--- config.mk ---
export PLATFORM = sky130hd
export DESIGN_NAME = ptd_target
export DESIGN_NICKNAME = d
export VERILOG_FILES = /design/src/ptd_pkg.sv /design/src/ptd_window.sv /design/src/ptd_target.sv
export SDC_FILE = /design/constraint.sdc
export NUM_CORES = 1
export LEC_CHECK = 0
export BUFFER_PORTS_ARGS = -buffer_cell sky130_fd_sc_hd__buf_2
export CORE_MARGIN = 2
export CORE_UTILIZATION = 59
export CTS_BUF_LIST = sky130_fd_sc_hd__clkbuf_8 sky130_fd_sc_hd__clkbuf_16
export CTS_CLUSTER_DIAMETER = 120
export DETAILED_ROUTE_END_ITERATION = 8
export PLACE_DENSITY = 0.87
export SLEW_MARGIN = 20
export SYNTH_ARGS = -nofsm -noshare
export SYNTH_HDL_FRONTEND = slang
export SYNTH_SLANG_ARGS = --single-unit
--- constraint.sdc ---
create_clock -name clock -period 3.1 [get_ports clock]
set_clock_uncertainty 0.05 [all_clocks]
set_input_delay 0.31 -clock clock [delete_from_list [all_inputs] [get_ports clock]]
set_output_delay 0.31 -clock clock [all_outputs]
set_load 0.02 [all_outputs]
--- src/ptd_pkg.sv ---
// package for the pci target image decode block: offsets, fields, codes
// assumes a single 100 MHz clock and a synchronous active-high reset
`default_nettype none

package ptd_pkg;

  // ----------------------------------------------------------------
  // register offsets, as seen on the register access port
  // ----------------------------------------------------------------
  localparam int ADDR_W = 12;
  localparam logic [ADDR_W-1:0] OFF_MISC1 = 12'h003;
  localparam logic [ADDR_W-1:0] OFF_I0_BD = 12'h010;
  localparam logic [ADDR_W-1:0] OFF_I0_CTL = 12'h100;
  localparam logic [ADDR_W-1:0] OFF_I0_BS = 12'h104;
  localparam logic [ADDR_W-1:0] OFF_I0_TO = 12'h10C;
  localparam logic [ADDR_W-1:0] OFF_I1_CTL = 12'h114;
  localparam logic [ADDR_W-1:0] OFF_I1_BS = 12'h118;
  localparam logic [ADDR_W-1:0] OFF_I1_BD = 12'h11C;
  localparam logic [ADDR_W-1:0] OFF_I1_TO = 12'h120;

  // ----------------------------------------------------------------
  // configuration byte fields and their fixed values
  // ----------------------------------------------------------------
  localparam int MAX_LAT_LSB = 24;
  localparam int MIN_GNT_LSB = 16;
  localparam int INT_PIN_LSB = 8;
  localparam logic [7:0] MAX_LAT_VAL = 8'h00;
  localparam logic [7:0] MIN_GNT_VAL = 8'h03;
  localparam logic [7:0] INT_PIN_VAL = 8'h01;
  localparam logic [7:0] INT_LINE_RST = 8'h00;
  localparam int MIN_GNT_UNIT_NS = 250;
  localparam int CLK_PERIOD_NS = 10;
  localparam int MIN_GNT_UNIT_CYC = (MIN_GNT_UNIT_NS + CLK_PERIOD_NS - 1) / CLK_PERIOD_NS;

  // ----------------------------------------------------------------
  // image control field positions
  // ----------------------------------------------------------------
  localparam int CTL_EN = 31;
  localparam int CTL_POSTED_WRITE_ENABLE = 30;
  localparam int CTL_VDW_LSB = 22;
  localparam int CTL_VAS_LSB = 16;
  localparam int CTL_PGM = 14;
  localparam int CTL_SUPER = 12;
  localparam int CTL_VCT = 8;
  localparam int CTL_LAS = 0;
  localparam logic [31:0] CTL_WMASK = 32'hC0C7_5101;
  localparam logic [31:0] CTL_RST = 32'h0080_0000;
  localparam logic [1:0] VDW_RST = 2'b10;

  // ----------------------------------------------------------------
  // data width and address space codes
  // ----------------------------------------------------------------
  localparam logic [1:0] VDW_D8 = 2'b00;
  localparam logic [1:0] VDW_D16 = 2'b01;
  localparam logic [1:0] VDW_D32 = 2'b10;
  localparam logic [1:0] VDW_D64 = 2'b11;
  localparam logic [2:0] VAS_A16 = 3'b000;
  localparam logic [2:0] VAS_A24 = 3'b001;
  localparam logic [2:0] VAS_A32 = 3'b010;
  localparam logic [2:0] VAS_RSV3 = 3'b011;
  localparam logic [2:0] VAS_RSV4 = 3'b100;
  localparam logic [2:0] VAS_CRCSR = 3'b101;
  localparam logic [2:0] VAS_USER1 = 3'b110;
  localparam logic [2:0] VAS_USER2 = 3'b111;

  // ----------------------------------------------------------------
  // address modifier bases; low bits add program, supervisor, block
  // ----------------------------------------------------------------
  localparam logic [5:0] AM_A16_BASE = 6'h29;
  localparam logic [5:0] AM_A24_BASE = 6'h38;
  localparam logic [5:0] AM_A32_BASE = 6'h08;
  localparam logic [5:0] AM_CRCSR = 6'h2F;
  localparam logic [5:0] AM_USER1 = 6'h10;
  localparam logic [5:0] AM_USER2 = 6'h18;
  localparam logic [5:0] AM_NONE = 6'h00;

  // ----------------------------------------------------------------
  // image geometry and power-up sampling
  // ----------------------------------------------------------------
  localparam int NUM_IMG = 2;
  localparam int GRAN_4K_LSB = 12;
  localparam int GRAN_64K_LSB = 16;
  localparam int STRAP_W = 13;
  localparam int SYNC_STAGES = 3;

endpackage : ptd_pkg

`default_nettype wire

--- src/ptd_window.sv ---
// one image's address window compare and vme address translation
// assumes base, bound and offset are already masked to the granularity
`default_nettype none

module ptd_window #(
  parameter int LSB = 12
) (
  input wire logic en,
  input wire logic space_io,
  input wire logic [31:0] base,
  input wire logic [31:0] bound,
  input wire logic [31:0] offset,
  input wire logic [31:0] pci_addr,
  input wire logic pci_io,
  output logic hit,
  output logic [31:0] vme_addr
);
  import ptd_pkg::*;

  logic [31-LSB:0] a_hi;
  logic ge_base;
  logic lt_bound;
  logic open_top;

  assign a_hi = pci_addr[31:LSB];
  assign ge_base = a_hi >= base[31:LSB];
  assign lt_bound = a_hi < bound[31:LSB];
  assign open_top = bound[31:LSB] == '0;
  // io cycles only match io images, memory cycles memory images
  assign hit = en && (pci_io == space_io) && ge_base && (open_top || lt_bound);
  // wraps modulo 2^32 so a negative offset maps downward
  assign vme_addr = {a_hi + offset[31:LSB], pci_addr[LSB-1:0]};

endmodule : ptd_window

`default_nettype wire

--- src/ptd_target.sv ---
// pci target image decode: config misc byte fields, two images, cycle attributes
// assumes register strobes and pci requests come from logic on the same clock;
// power-up option pins are asynchronous and are resampled here
//
// Functional notes
// - minimum grant reads fixed three, unit 250 ns, read only
// - maximum latency reads fixed zero, read only
// - interrupt pin reads fixed one, read only
// - interrupt line byte is read/write, resets zero, drives nothing
// - data width code selects 8/16/32/64 bits, resets to 32-bit
// - address space codes A16/A24/A32, CR/CSR, two user; 011,100 reserved
// - supervisor bit set gives supervisor modifiers in A16/A24/A32, clear non-privileged
// - block enable allows single blocks only in A24/A32 at 8/16/32 bits
// - A24/A32 with 64-bit width allows multiplexed blocks regardless of enable
// - space select clear answers memory cycles, set answers io cycles
// - io images ignore posted write enable; all transfers coupled
// - enabled image claims base <= address < bound
// - bound zero means no upper limit above base
// - 4 Kbyte granularity image 0, 64 Kbyte image 1
// - vme address high bits are pci address plus translation offset
`default_nettype none

module ptd_target (
  input wire logic clock,
  input wire logic rst,
  input wire logic [ptd_pkg::STRAP_W-1:0] strap_pins,
  input wire logic reg_wr,
  input wire logic reg_rd,
  input wire logic [ptd_pkg::ADDR_W-1:0] reg_addr,
  input wire logic [31:0] reg_wdata,
  input wire logic [3:0] reg_be,
  output logic [31:0] reg_rdata,
  output logic reg_rvalid,
  input wire logic pci_req,
  input wire logic [31:0] pci_addr,
  input wire logic pci_io,
  output logic tgt_valid,
  output logic tgt_hit,
  output logic tgt_img,
  output logic [31:0] vme_addr,
  output logic [5:0] vme_am,
  output logic [1:0] vme_dw,
  output logic vme_blt,
  output logic vme_mblt,
  output logic vme_posted,
  output logic vme_space_err
);
  import ptd_pkg::*;

  // ----------------------------------------------------------------
  // helpers
  // ----------------------------------------------------------------
  function automatic logic [31:0] merge_be(input logic [31:0] old, input logic [31:0] nw,
                                           input logic [3:0] be, input logic [31:0] wmask);
    logic [31:0] m;
    m = {{8{be[3]}}, {8{be[2]}}, {8{be[1]}}, {8{be[0]}}} & wmask;
    return (old & ~m) | (nw & m);
  endfunction : merge_be

  function automatic logic is_a24_a32(input logic [2:0] vme_address_space);
    return (vme_address_space == VAS_A24) || (vme_address_space == VAS_A32);
  endfunction : is_a24_a32

  function automatic logic [31:0] gran_mask(input int img);
    return img == 0 ? 32'hFFFF_F000 : 32'hFFFF_0000;
  endfunction : gran_mask

  function automatic logic [5:0] am_code(input logic [2:0] vme_address_space, input logic program_data_attribute, input logic sup,
                                         input logic blt, input logic mblt);
    logic [5:0] low;
    low = {3'b000, sup, 2'b00};
    if (mblt) begin
      low[1:0] = 2'b00;
    end else if (blt) begin
      low[1:0] = 2'b11;
    end else begin
      low[1:0] = program_data_attribute ? 2'b10 : 2'b01;
    end
    unique case (vme_address_space)
      VAS_A16: return AM_A16_BASE | {3'b000, sup, 2'b00};
      VAS_A24: return AM_A24_BASE | low;
      VAS_A32: return AM_A32_BASE | low;
      VAS_CRCSR: return AM_CRCSR;
      VAS_USER1: return AM_USER1;
      VAS_USER2: return AM_USER2;
      default: return AM_NONE;
    endcase
  endfunction : am_code

  // ----------------------------------------------------------------
  // power-up option sampling
  // ----------------------------------------------------------------
  // not reset on purpose: reset must be able to load the sampled value
  logic [STRAP_W-1:0] strap_s1_r;
  logic [STRAP_W-1:0] strap_s2_r;
  logic [STRAP_W-1:0] strap_s3_r;
  logic [STRAP_W-1:0] strap_r;

  always_ff @(posedge clock) begin
    strap_s1_r <= strap_pins;
    strap_s2_r <= strap_s1_r;
    strap_s3_r <= strap_s2_r;
  end

  always_ff @(posedge clock) begin
    if (strap_s2_r == strap_s3_r) begin
      strap_r <= strap_s3_r;
    end
  end

  // strap layout: en, vas[2:0], las, base top nibble, bound top nibble
  logic strap_en;
  logic [2:0] strap_vas;
  logic strap_las;
  logic [3:0] strap_bs_hi;
  logic [3:0] strap_bd_hi;
  assign strap_en = strap_r[12];
  assign strap_vas = strap_r[11:9];
  assign strap_las = strap_r[8];
  assign strap_bs_hi = strap_r[7:4];
  assign strap_bd_hi = strap_r[3:0];

  // ----------------------------------------------------------------
  // image registers
  // ----------------------------------------------------------------
  logic [31:0] ctl_r [NUM_IMG];
  logic [31:0] bs_r [NUM_IMG];
  logic [31:0] bd_r [NUM_IMG];
  logic [31:0] to_r [NUM_IMG];
  logic [7:0] int_line_r;

  logic [ADDR_W-1:0] off_ctl [NUM_IMG];
  logic [ADDR_W-1:0] off_bs [NUM_IMG];
  logic [ADDR_W-1:0] off_bd [NUM_IMG];
  logic [ADDR_W-1:0] off_to [NUM_IMG];
  assign off_ctl[0] = OFF_I0_CTL;
  assign off_bs[0] = OFF_I0_BS;
  assign off_bd[0] = OFF_I0_BD;
  assign off_to[0] = OFF_I0_TO;
  assign off_ctl[1] = OFF_I1_CTL;
  assign off_bs[1] = OFF_I1_BS;
  assign off_bd[1] = OFF_I1_BD;
  assign off_to[1] = OFF_I1_TO;

  logic [NUM_IMG-1:0] win_hit;
  logic [31:0] win_vaddr [NUM_IMG];

  genvar gi;
  generate
    for (gi = 0; gi < NUM_IMG; gi++) begin : g_img
      logic [31:0] ctl_rst;
      logic [31:0] bs_rst;
      logic [31:0] bd_rst;
      if (gi == 0) begin : g_strap
        assign ctl_rst = (32'(strap_en) << CTL_EN) | (32'(VDW_RST) << CTL_VDW_LSB)
                       | (32'(strap_vas) << CTL_VAS_LSB) | (32'(strap_las) << CTL_LAS);
        assign bs_rst = {strap_bs_hi, 28'h000_0000};
        assign bd_rst = {strap_bd_hi, 28'h000_0000};
      end else begin : g_plain
        assign ctl_rst = CTL_RST;
        assign bs_rst = 32'h0000_0000;
        assign bd_rst = 32'h0000_0000;
      end

      always_ff @(posedge clock) begin
        if (rst) begin
          ctl_r[gi] <= ctl_rst;
        end else if (reg_wr && reg_addr == off_ctl[gi]) begin
          ctl_r[gi] <= merge_be(ctl_r[gi], reg_wdata, reg_be, CTL_WMASK);
        end
      end

      always_ff @(posedge clock) begin
        if (rst) begin
          bs_r[gi] <= bs_rst;
          bd_r[gi] <= bd_rst;
          to_r[gi] <= 32'h0000_0000;
        end else if (reg_wr) begin
          if (reg_addr == off_bs[gi]) begin
            bs_r[gi] <= merge_be(bs_r[gi], reg_wdata, reg_be, gran_mask(gi));
          end
          if (reg_addr == off_bd[gi]) begin
            bd_r[gi] <= merge_be(bd_r[gi], reg_wdata, reg_be, gran_mask(gi));
          end
          if (reg_addr == off_to[gi]) begin
            to_r[gi] <= merge_be(to_r[gi], reg_wdata, reg_be, gran_mask(gi));
          end
        end
      end

      ptd_window #(
        .LSB(gi == 0 ? GRAN_4K_LSB : GRAN_64K_LSB)
      ) u_win (
        .en(ctl_r[gi][CTL_EN]),
        .space_io(ctl_r[gi][CTL_LAS]),
        .base(bs_r[gi]),
        .bound(bd_r[gi]),
        .offset(to_r[gi]),
        .pci_addr(pci_addr),
        .pci_io(pci_io),
        .hit(win_hit[gi]),
        .vme_addr(win_vaddr[gi])
      );
    end
  endgenerate

  // routing byte only; nothing in the block looks at it
  always_ff @(posedge clock) begin
    if (rst) begin
      int_line_r <= INT_LINE_RST;
    end else if (reg_wr && reg_addr == OFF_MISC1 && reg_be[0]) begin
      int_line_r <= reg_wdata[7:0];
    end
  end

  // ----------------------------------------------------------------
  // register read
  // ----------------------------------------------------------------
  logic [31:0] rd_nxt;
  always_comb begin
    rd_nxt = 32'h0000_0000;
    if (reg_addr == OFF_MISC1) begin
      rd_nxt = {MAX_LAT_VAL, MIN_GNT_VAL, INT_PIN_VAL, int_line_r};
    end
    for (int i = 0; i < NUM_IMG; i++) begin
      if (reg_addr == off_ctl[i]) begin
        rd_nxt = ctl_r[i];
      end
      if (reg_addr == off_bs[i]) begin
        rd_nxt = bs_r[i];
      end
      if (reg_addr == off_bd[i]) begin
        rd_nxt = bd_r[i];
      end
      if (reg_addr == off_to[i]) begin
        rd_nxt = to_r[i];
      end
    end
  end

  // unmapped offsets read as zero
  always_ff @(posedge clock) begin
    if (rst) begin
      reg_rdata <= 32'h0000_0000;
      reg_rvalid <= 1'b0;
    end else begin
      reg_rvalid <= reg_rd;
      if (reg_rd) begin
        reg_rdata <= rd_nxt;
      end
    end
  end

  // ----------------------------------------------------------------
  // claim and cycle attributes
  // ----------------------------------------------------------------
  // image 0 wins an overlap; overlapping windows are a software error
  logic sel_img;
  logic sel_hit;
  logic [31:0] sel_ctl;
  logic [2:0] sel_vas;
  logic [1:0] sel_dw;
  logic sel_blt;
  logic sel_mblt;
  assign sel_hit = |win_hit;
  assign sel_img = !win_hit[0];
  assign sel_ctl = ctl_r[sel_img];
  assign sel_vas = sel_ctl[CTL_VAS_LSB +: 3];
  assign sel_dw = sel_ctl[CTL_VDW_LSB +: 2];
  assign sel_blt = sel_ctl[CTL_VCT] && is_a24_a32(sel_vas) && (sel_dw != VDW_D64);
  assign sel_mblt = is_a24_a32(sel_vas) && (sel_dw == VDW_D64);

  always_ff @(posedge clock) begin
    if (rst) begin
      tgt_valid <= 1'b0;
    end else begin
      tgt_valid <= pci_req;
    end
  end

  always_ff @(posedge clock) begin
    if (rst) begin
      tgt_hit <= 1'b0;
      tgt_img <= 1'b0;
      vme_addr <= 32'h0000_0000;
      vme_am <= AM_NONE;
      vme_dw <= VDW_RST;
      vme_blt <= 1'b0;
      vme_mblt <= 1'b0;
      vme_posted <= 1'b0;
      vme_space_err <= 1'b0;
    end else if (pci_req) begin
      tgt_hit <= sel_hit;
      tgt_img <= sel_img;
      vme_addr <= win_vaddr[sel_img];
      vme_am <= am_code(sel_vas, sel_ctl[CTL_PGM], sel_ctl[CTL_SUPER], sel_blt, sel_mblt);
      vme_dw <= sel_dw;
      vme_blt <= sel_hit && sel_blt;
      vme_mblt <= sel_hit && sel_mblt;
      vme_posted <= sel_hit && sel_ctl[CTL_POSTED_WRITE_ENABLE] && !sel_ctl[CTL_LAS];
      vme_space_err <= sel_hit && (sel_vas == VAS_RSV3 || sel_vas == VAS_RSV4);
    end
  end

  logic [19:0] chk_vaddr0;
  logic [15:0] chk_vaddr1;
  logic chk_in0;
  logic chk_is_misc;
  assign chk_vaddr0 = pci_addr[31:12] + to_r[0][31:12];
  assign chk_vaddr1 = pci_addr[31:16] + to_r[1][31:16];
  assign chk_is_misc = reg_rd && reg_addr == OFF_MISC1;
  assign chk_in0 = ctl_r[0][CTL_EN] && (pci_io == ctl_r[0][CTL_LAS]) && (pci_addr[31:12] >= bs_r[0][31:12])
                 && (bd_r[0][31:12] == 20'h0_0000 || pci_addr[31:12] < bd_r[0][31:12]);
endmodule : ptd_target

`default_nettype wire

# Word level (Yosys, flattened, before mapping)
# Memories as Yosys holds them, arrays and structs flattened.
# Index checks and enable logic that the tools add are counted.
classes:
  add_sub_neg: 2
  multipliers: 0
  div_mod_pow: 0
  order_cmp: 5
  eq_ne: 21
  shifts: 0
  n_mux: 56
  n_bitwise: 33
  reduce_logical: 28
op_table:
  columns: ["cell", "n"]
  rows:
  - ["2-to-1 mux 32 bit", 19]
  - ["AND 32 bit", 11]
  - ["bitwise OR 32 bit", 8]
  - ["NOT 32 bit", 3]
  - ["== test 12 x 9 -> 1 bit, second input constant", 7]
  - ["case mux 6 bit (6 select lines)", 1]
  - ["2-to-1 mux 1 bit", 32]
  - ["bitwise OR 32 x 1 -> 32 bit", 1]
  - ["bitwise OR 32 x 19 -> 32 bit", 1]
  - ["adder 20 bit", 1]
  - [">= comparator 20 bit", 1]
  - ["zero test 20 bit", 1]
  - ["less-than comparator 20 bit", 1]
  - ["logical AND 1 bit", 18]
  - ["2-to-1 mux 18 bit", 1]
  - ["adder 16 bit", 1]
  - [">= comparator 16 bit", 1]
  - ["zero test 16 bit", 1]
  - ["less-than comparator 16 bit", 1]
  - ["== test 13 bit", 1]
  - ["== test 12 x 2 -> 1 bit, second input constant", 1]
  - ["== test 12 x 5 -> 1 bit, second input constant", 1]
  - ["== test 3 bit, second input constant", 4]
  - ["bitwise OR 1 bit", 8]
  - ["12 further kinds", 20]
totals:
  regBits: 140
  latch_bits: 0
  ram_bits: 256
  rom_bits: 0
  inputBits: 99
  output_inout_bits: 80
  wordCells: 166
  memories: 4
mem_list:
  columns: ["memory", "depth", "width", "read_ports", "rd_ports_with_merged_regs", "write_ports", "line_no", "source"]
  rows:
  - ["bd_r", 2, 32, 2, 0, 2, "ptd_target.sv:128", "logic [31:0] bd_r [NUM_IMG];"]
  - ["bs_r", 2, 32, 2, 0, 2, "ptd_target.sv:127", "logic [31:0] bs_r [NUM_IMG];"]
  - ["ctl_r", 2, 32, 3, 0, 2, "ptd_target.sv:126", "logic [31:0] ctl_r [NUM_IMG];"]
  - ["to_r", 2, 32, 2, 0, 2, "ptd_target.sv:129", "logic [31:0] to_r [NUM_IMG];"]

# Depth between registers and ports, before layout
# Gate-level depths: netlist (run 1).
# An unclocked memory read counts as a cell.
logic_depth:
  depth_word: 14
  depth_mapped: 15
  mapped_depth_nobuf: 13

# Modules after synthesis
# From an unflattened synthesis (run 1), not the netlist that was laid out.
hier_totals:
  cells_unflattened: 1667
  hier_area_um2: 15661.3
by_module_without_submodules:
  columns: ["mod", "n_inst", "cells_per_inst", "area_per_inst_um2", "seq_area_each_um2"]
  rows:
  - ["ptd_target", 1, 1150, 11908.9, 6776.5]
  - ["ptd_window (g_img[0].u_win)", 1, 281, 2035.7, 0.0]
  - ["ptd_window (g_img[1].u_win)", 1, 236, 1716.6, 0.0]

# Worst setup path after synthesis (run 1)
# Ideal clock, no wire load.
synth_path:
  path_type: "reg-to-reg"
  startpoint: "mem bs_r[0][21]"
  endpoint: "reg vme_am[0]"
  setup_time_ps: 134
  arrival_time_ps: 2639
  required_ps: 2916
  setup_slack_ps: 277
  path_stages_with_launch: 14
  n_path_buf: 1
  period_less_slack_ps: 2823
  path_cell_list: "edfxtp_1 > inv_1 > ha_1 > a21o_1 > a211o_1 > a2111oi_0 > o31ai_1 > nand2_1 > a21o_1 > buf_6 > mux2_2 > a221o_1 > nand3_1 > a21oi_1"
synth_rtl:
  columns: ["item", "line_no", "source"]
  rows:
  - ["start: declaration", "ptd_target.sv:127", null]
  - ["end signal: assignment", "ptd_target.sv:296", "vme_am <= am_code(sel_vas, sel_ctl[CTL_PGM], sel_ctl[CTL_SUPER], sel_blt, sel_mblt);"]
  - ["end: declaration", "ptd_target.sv:41", "output logic [5:0] vme_am,"]

==> results by group, run 1 <==
Route
  • Antenna Nets Post-Route: 0
  • 1st-pass router iterations: 7
  • Iteration-0 DRC Markers: between 2000 and 2500
  • Routed wire length: 45630 um
  • # DRC: 0
  • DR vias: ~14000
  • Drt wl/cell: 21.15 um
  • DR vias/cell: between 6 and 7

Power
  • Power per cell area: approximately 470 nW/um^2
  • Pleak: 7.788 nW
  • Peak supply drop: 495.7 uV
  • Overall Power: ~8.5 mW

Yosys
  • Mapped Cells: around 1600
  • Ys async rst share: 0
  • Synth Cell Area: approximately 15000 um^2
  • Primary FF master, synth: edfxtp_1
  • Post-synth EDFFs: 143
  • Synth warn: 0
  • Dominant cell type by area after synthesis: edfxtp_1
  • Syn_area_per_cell: between 9 and 10 um^2
  • Register area share after synthesis: 0.4600
  • Synth top area cells: edfxtp_1 (29%), dfxtp_1 (17%), ha_1 (8.8%), a21oi_1 (4.5%), o21ai_0 (3.8%)
  • Post-synth top area share: 0.2915
  • Seq cells post-synth: approximately 270
  • Library cells used by synthesis: ~70

Floorplan
  • Die width: around 160 um
  • Die area: 26250 um^2
  • Io pins: 179
  • Row cnt: between 50 and 60
  • Initial Utilization: 0.6040
  • Core area: between 20000 and 25000 um^2
  • Die height: 162.0 um

Min path
  • Hold Path Class: in2reg

Placement
  • DP HPWL: approximately 33000 um
  • PortBufs: about 170
  • Placer Congestion: ~0.96
  • Cell Area, Placed: about 16000 um^2

Setup path
  • CP Capture Type: flip-flop
  • WP data required: between 3 and 4 ns
  • Crit Path Class: reg2reg
  • Critical Path AT: 3.40 ns
  • CP max FO: 7
  • Worst Setup Start Kind: flip-flop

Timing
  • Period utilization: 0.9766
  • Final setup viols: 0
  • Slew HR: 0.4237
  • Slew @ Worst Pin: 0.8644 ns
  • Tmin final: 3.028 ns
  • RSZ-0062 raised after global routing: true
  • FMAX: 330.3 MHz
  • Max-slew violations: 0
  • Final Hold Viols: 0

Clocking
  • CTS clk-pin slew, worst paths: around 0.06 ns
  • Clk sinks: ~270
  • CTS root buffer: clkbuf_16
  • CTS buffer count: 29
  • Clock buffer depth: 3
  • H-tree lvl count: 1
  • Clk_lat worst skew: about 0.56 ns
  • CTS tree: yes

Status
  • Outcome: finished, final reports clean

Global route
  • Busiest layer in global routing: met2
  • Met2 usage: 0.5427
  • M3 GR Usage: 0.07686
  • First-pass GRT wire length: between 60000 and 70000 um
  • Pin count of the biggest net entering global routing: 57
  • Grt met1 use: 0.4233
  • Vias in the first global route: about 13000
  • GR Overflow Total: 0
  • Initial antenna violation count: 2
  • All-Layer GR Usage: 0.3335

Cells and area
  • Post-route cell area: between 15000 and 20000 um^2
  • # fillers: 1696
  • Most frequent cells in the layout: buf_2 (171), edfxtp_1 (143), nand2_1 (131)
  • Commonest non-fill, non-tap cell in the layout: buf_2
  • Final nets: around 2000
  • Area Overhead vs Synth: 21.15%
  • Ratio of cells with drive above 1 in the final layout: 0.1986

Flow run
  • Maxcap violations: 0
[per-stage QoR]
stage          hold WS, ns  std cells    util  setup slack [ns]  TNS (ns)
4_1_cts           0.002461       2150  0.7237          -0.02026  -0.02026
6_report          0.005083       2158  0.7317           0.07243         0
5_1_grt            0.02498       2158  0.7317          -0.06844   -0.2647
2_1_floorplan       0.2596       1566       -            0.2768         0
3_5_place_dp        0.2621       2064  0.6711           -0.3058    -2.548
3_3_place_gp        0.2601       2064  0.6711           -0.3039    -2.351
[what timing repair did]
item                                    4_1_cts  5_1_grt
cloned                                        0        0
pin swaps                                     1       10
buffers inserted                              0        7
hold endpoints to repair                     32        0
hold buffers                                 32        0
endpoints found under the setup margin       29       31
gates resized for setup                       5       35
[Yosys cell counts (all sizes together) (24+ instances only)]
| cell type | count |
|---|---|
| a21o | 32 |
| o21ai | 117 |
| nor2 | 124 |
| nand2b | 67 |
| edfxtp | 143 |
| clkbuf | 62 |
| dfxtp | 124 |
| ha | 104 |
| nand2 | 132 |
| a211oi | 28 |
| nor2b | 24 |
| nor3 | 38 |
| inv | 87 |
| and3 | 68 |
| a21oi | 131 |
[path summary, 6_finish.rpt]
path,slack (ns),startpoint,cells past startpoint,endpoint
setup reg to reg,0.07,bd_r[0][12],12,vme_am[0]
hold reg to reg,0.28,strap_s1_r[0],0,strap_s2_r[0]
hold / removal,0.005,pci_addr[8],3,vme_addr[8]
setup / recovery,0.07,bd_r[0][12],12,vme_am[0]
[per-layer routing]
layer  wire, um  part of all wire
met1      16310              0.36
met2      20940              0.46
met3       6065              0.13
met4       2306             0.051
met5         12           0.00026
[report_power, final]
group          internal [mW]  switching, mW
Sequential              3.85          0.102
Clock                   1.91           1.42
Combinational          0.475          0.703
[registers in the layout, indices dropped and copies added, names as in the netlist, 2 cells and up, named ones only]
name        count
ctl_r          17
vme_addr       32
reg_rdata      29
bd_r           32
vme_am          6
strap_s3_r     13
strap_s2_r     13
bs_r           32
strap_s1_r     13
int_line_r      8
to_r           36
vme_dw          2
strap_r        13
[cell families after synthesis]
kind of cell               count (synthesis)  share of synthesized area
and+or+nand+nor                          532                     0.1808
AOI/OAI and AO/OA                        425                     0.1812
DFF                                      267                     0.4600
buffers and inverters                    171                    0.04646
adders and majority gates                106                    0.09105
xor gates and xnor gates                  34                    0.02021
muxes                                     28                    0.01996
other                                      1                  0.0002546
[cell type report]
cell class / instances / area (um^2) / area share
inverter: 87 / 330.3 / 0.01851
clock buffer: 35 / 830.8 / 0.04655
tap: 324 / 405.4 / 0.02271
timing repair buffer: 297 / 1943 / 0.1089
multi-input combinational: 1128 / 7455 / 0.4177
sequential: 267 / 6777 / 0.3797
clock inverter: 19 / 103.9 / 0.005819
antenna: 1 / 2.502 / 0.0001402
[worst max-delay path, stage by stage, from the launching register on]
cell and delay [ns]:
edfxtp_1 0.43, nor4_4 0.36, buf_4 0.16, nand3_1 0.07, or3_4 0.40, o41ai_2 0.08
nand2_1 0.12, a21o_4 0.25, buf_6 0.14, or3_1 0.34, a221o_1 0.32, nand3_1 0.10
a21oi_2 0.07
No activity file was read; power rests on OpenSTA's default activity.
==> inputs of run 2 (changes only) <==
- ABC_AREA: default -> 1
==> run 2 against run 1 <==
  * Utilization is 2.3 points lower
  * Via count is 0.64% higher
  * Clock power grew 5%
  * Worst setup slack improved by 0.15 ns
  * Critical endpoint is now vme_am[2]
  * Largest power group unchanged
==> results by group, run 2 <==
Yosys
  • Post-synth top area share: 0.2907
  • Post-synth EDFFs: around 140
  • Synth top cells by count: nand2_1 (318), a21oi_1 (258), inv_1 (206), nor2_1 (197), edfxtp_1 (143)
  • Mapped Cells: about 1800
  • Library cells used by synthesis: 54
  • Dominant cell type by area after synthesis: edfxtp_1
  • Ys async rst share: 0
  • Synth top area cells: edfxtp_1 (29%), dfxtp_1 (17%), ha_1 (8.8%), a21oi_1 (8.7%), nand2_1 (8.1%)
  • Count leader, synth: nand2_1
  • Register area share after synthesis: 0.4587
  • Syn_area_per_cell: between 8 and 9 um^2
  • Seq cells post-synth: around 270
  • Synth Cell Area: between 10000 and 15000 um^2
  • Primary FF master, synth: edfxtp_1
  • Synth warn: 0

Route
  • DR vias: roughly 14000
  • Iteration-0 DRC Markers: between 1500 and 2000
  • Routed wire length: roughly 45000 um
  • DR vias/cell: between 5 and 6
  • # DRC: 0
  • Drt wl/cell: about 19 um
  • Antenna Nets Post-Route: 0
  • 1st-pass router iterations: 6

Timing
  • Slew @ Worst Pin: 0.7900 ns
  • Total negative slack: 0 ns
  • Max-slew violations: 0
  • Final setup viols: 0
  • Tmin final: a little under 3 ns
  • Slew HR: 0.4720
  • FMAX: approximately 350 MHz
  • Period utilization: 0.9293
  • Final Hold Viols: 0

Setup path
  • Delay-heaviest family, CP: simple AND/OR/NAND/NOR gates
  • CP max FO: 14
  • Worst Setup Start Kind: flip-flop
  • Worst path slowest cell: edfxtp_1
  • Most frequent CP cell: nand2_1
  • Worst path bufs/invs: 3
  • CP peak stage delay: around 0.36 ns
  • WP data required: 3.46 ns
  • CP Capture Type: flip-flop
  • Crit Path Class: reg2reg
  • Critical Path AT: 3.24 ns
  • Cell Chain, Critical Path: inv_1 > ha_1 > nand2_1 > nor2_2 > nand2_2 > nor2_2 > nand2_1 > nand4_4 > nand3_4 > nand2_1 > nand2_1 > inv_1 > a21oi_2 > nand2_1 > clkinv_1 > o21ai_1 > a21oi_1

Clocking
  • CTS buffer count: 28
  • Clk_lat worst skew: approximately 0.57 ns
  • Clock buffer depth: 3
  • H-tree lvl count: 1
  • CTS clk-pin slew, worst paths: ~0.060 ns
  • CTS tree: yes
  • CTS root buffer: clkbuf_16
  • Clk sinks: between 200 and 300

Floorplan
  • Io pins: 179
  • Core area: ~24000 um^2
  • Die width: approximately 160 um
  • Initial Utilization: 0.6039
  • Die area: around 26000 um^2
  • Die height: between 150 and 200 um
  • Row cnt: 57

Cells and area
  • Most frequent cells in the layout: nand2_1 (318), a21oi_1 (258), inv_1 (208)
  • Commonest non-fill, non-tap cell in the layout: nand2_1
  • Ratio of cells with drive above 1 in the final layout: 0.1455
  • Largest Register: to_r
  • Area Overhead vs Synth: 17.39%
  • Final nets: between 2000 and 2500
  • Largest register FFs: 36

Power
  • Pleak: a little under 8 nW
  • Peak supply drop: approximately 660 uV
  • Overall Power: about 8.5 mW
  • Power per cell area: just under 500 nW/um^2

Global route
  • Initial antenna violation count: 1
  • All-Layer GR Usage: 0.3347
  • Pin count of the biggest net entering global routing: 46
  • Vias in the first global route: approximately 13000
  • First-pass GRT wire length: 69080 um
  • GR Overflow Total: 0

Status
  • Outcome: finished, final reports clean

Placement
  • DP HPWL: 33090 um
  • PortBufs: 172
  • Placer Congestion: between 0.9 and 1

Min path
  • Hold Path Class: in2reg

Flow run
  • Maxcap violations: 0
## run 2: path summary, 6_finish.rpt
path | start | end | slack [ns] | depth (start not counted)
hold / removal | reg_wdata[3] | int_line_r[3] | 0.02 | 3
hold reg to reg | strap_s1_r[1] | strap_s2_r[1] | 0.28 | 0
setup reg to reg | bs_r[0][27] | vme_am[2] | 0.22 | 17
setup / recovery | bs_r[0][27] | vme_am[2] | 0.22 | 17
## run 2: repair_timing
| item | 4_1_cts | 5_1_grt |
|---|---|---|
| buffers inserted | 0 | 0 |
| endpoints found under the setup margin | 0 | 1 |
| gates resized for setup | 0 | 1 |
| endpoints found under the hold margin | 31 | 0 |
| hold buffers | 31 | 0 |
## run 2: worst min-delay path, stage by stage
cell,delay [ns]
buf_2,0.07
o21ai_0,0.07
a21oi_1,0.12
## run 2: layer usage
layer	wire, um	global-route usage
met1	17870	0.4466
met2	20630	0.5507
met3	4614	0.05363
met4	1732	0.1291
met5	0	0
## run 2: kinds of logic after synthesis
family	Yosys count	synth area share
fa+ha+maj	106	0.09080
buf+inv	277	0.07251
simple gates	680	0.1970
flops	267	0.4587
xor+xnor	25	0.01482
compound gates	445	0.1658
other cells	1	0.0002539
## run 2: cell type report
cell class,count,area [um^2]
clock inverters,19,185.2
inverters,212,795.8
well taps,324,405.4
clock buffers,33,792.0
repair buffers,238,1446
fillers,1900,7122
multi-input cells,1259,6937
flip-flops and latches,267,6777
diodes,1,2.502
## run 2: through the flow
stage	worst slack, ns	util	std cells	cell area [um^2]	hold slack (ns)
final	0.2191	0.7089	2353	17340	0.01528
after global routing	-0.02135	0.7089	2353	17340	0.03580
after CTS	0.2544	0.7086	2352	17330	0.0007337
after detailed placement	0.2505	0.6559	2269	16050	0.2621
after global placement	0.3242	0.6559	2269	16050	0.2614
after floorplan	0.1977	-	1803	14780	0.2596
## run 2: power by group
part / internal [mW] / total [mW] / switching (mW) / leakage, nW
Sequential: 3.84 / 3.93 / 0.0882 / 2.47
Clock: 2.02 / 3.51 / 1.49 / 0.495
Combinational: 0.385 / 1.10 / 0.713 / 4.83
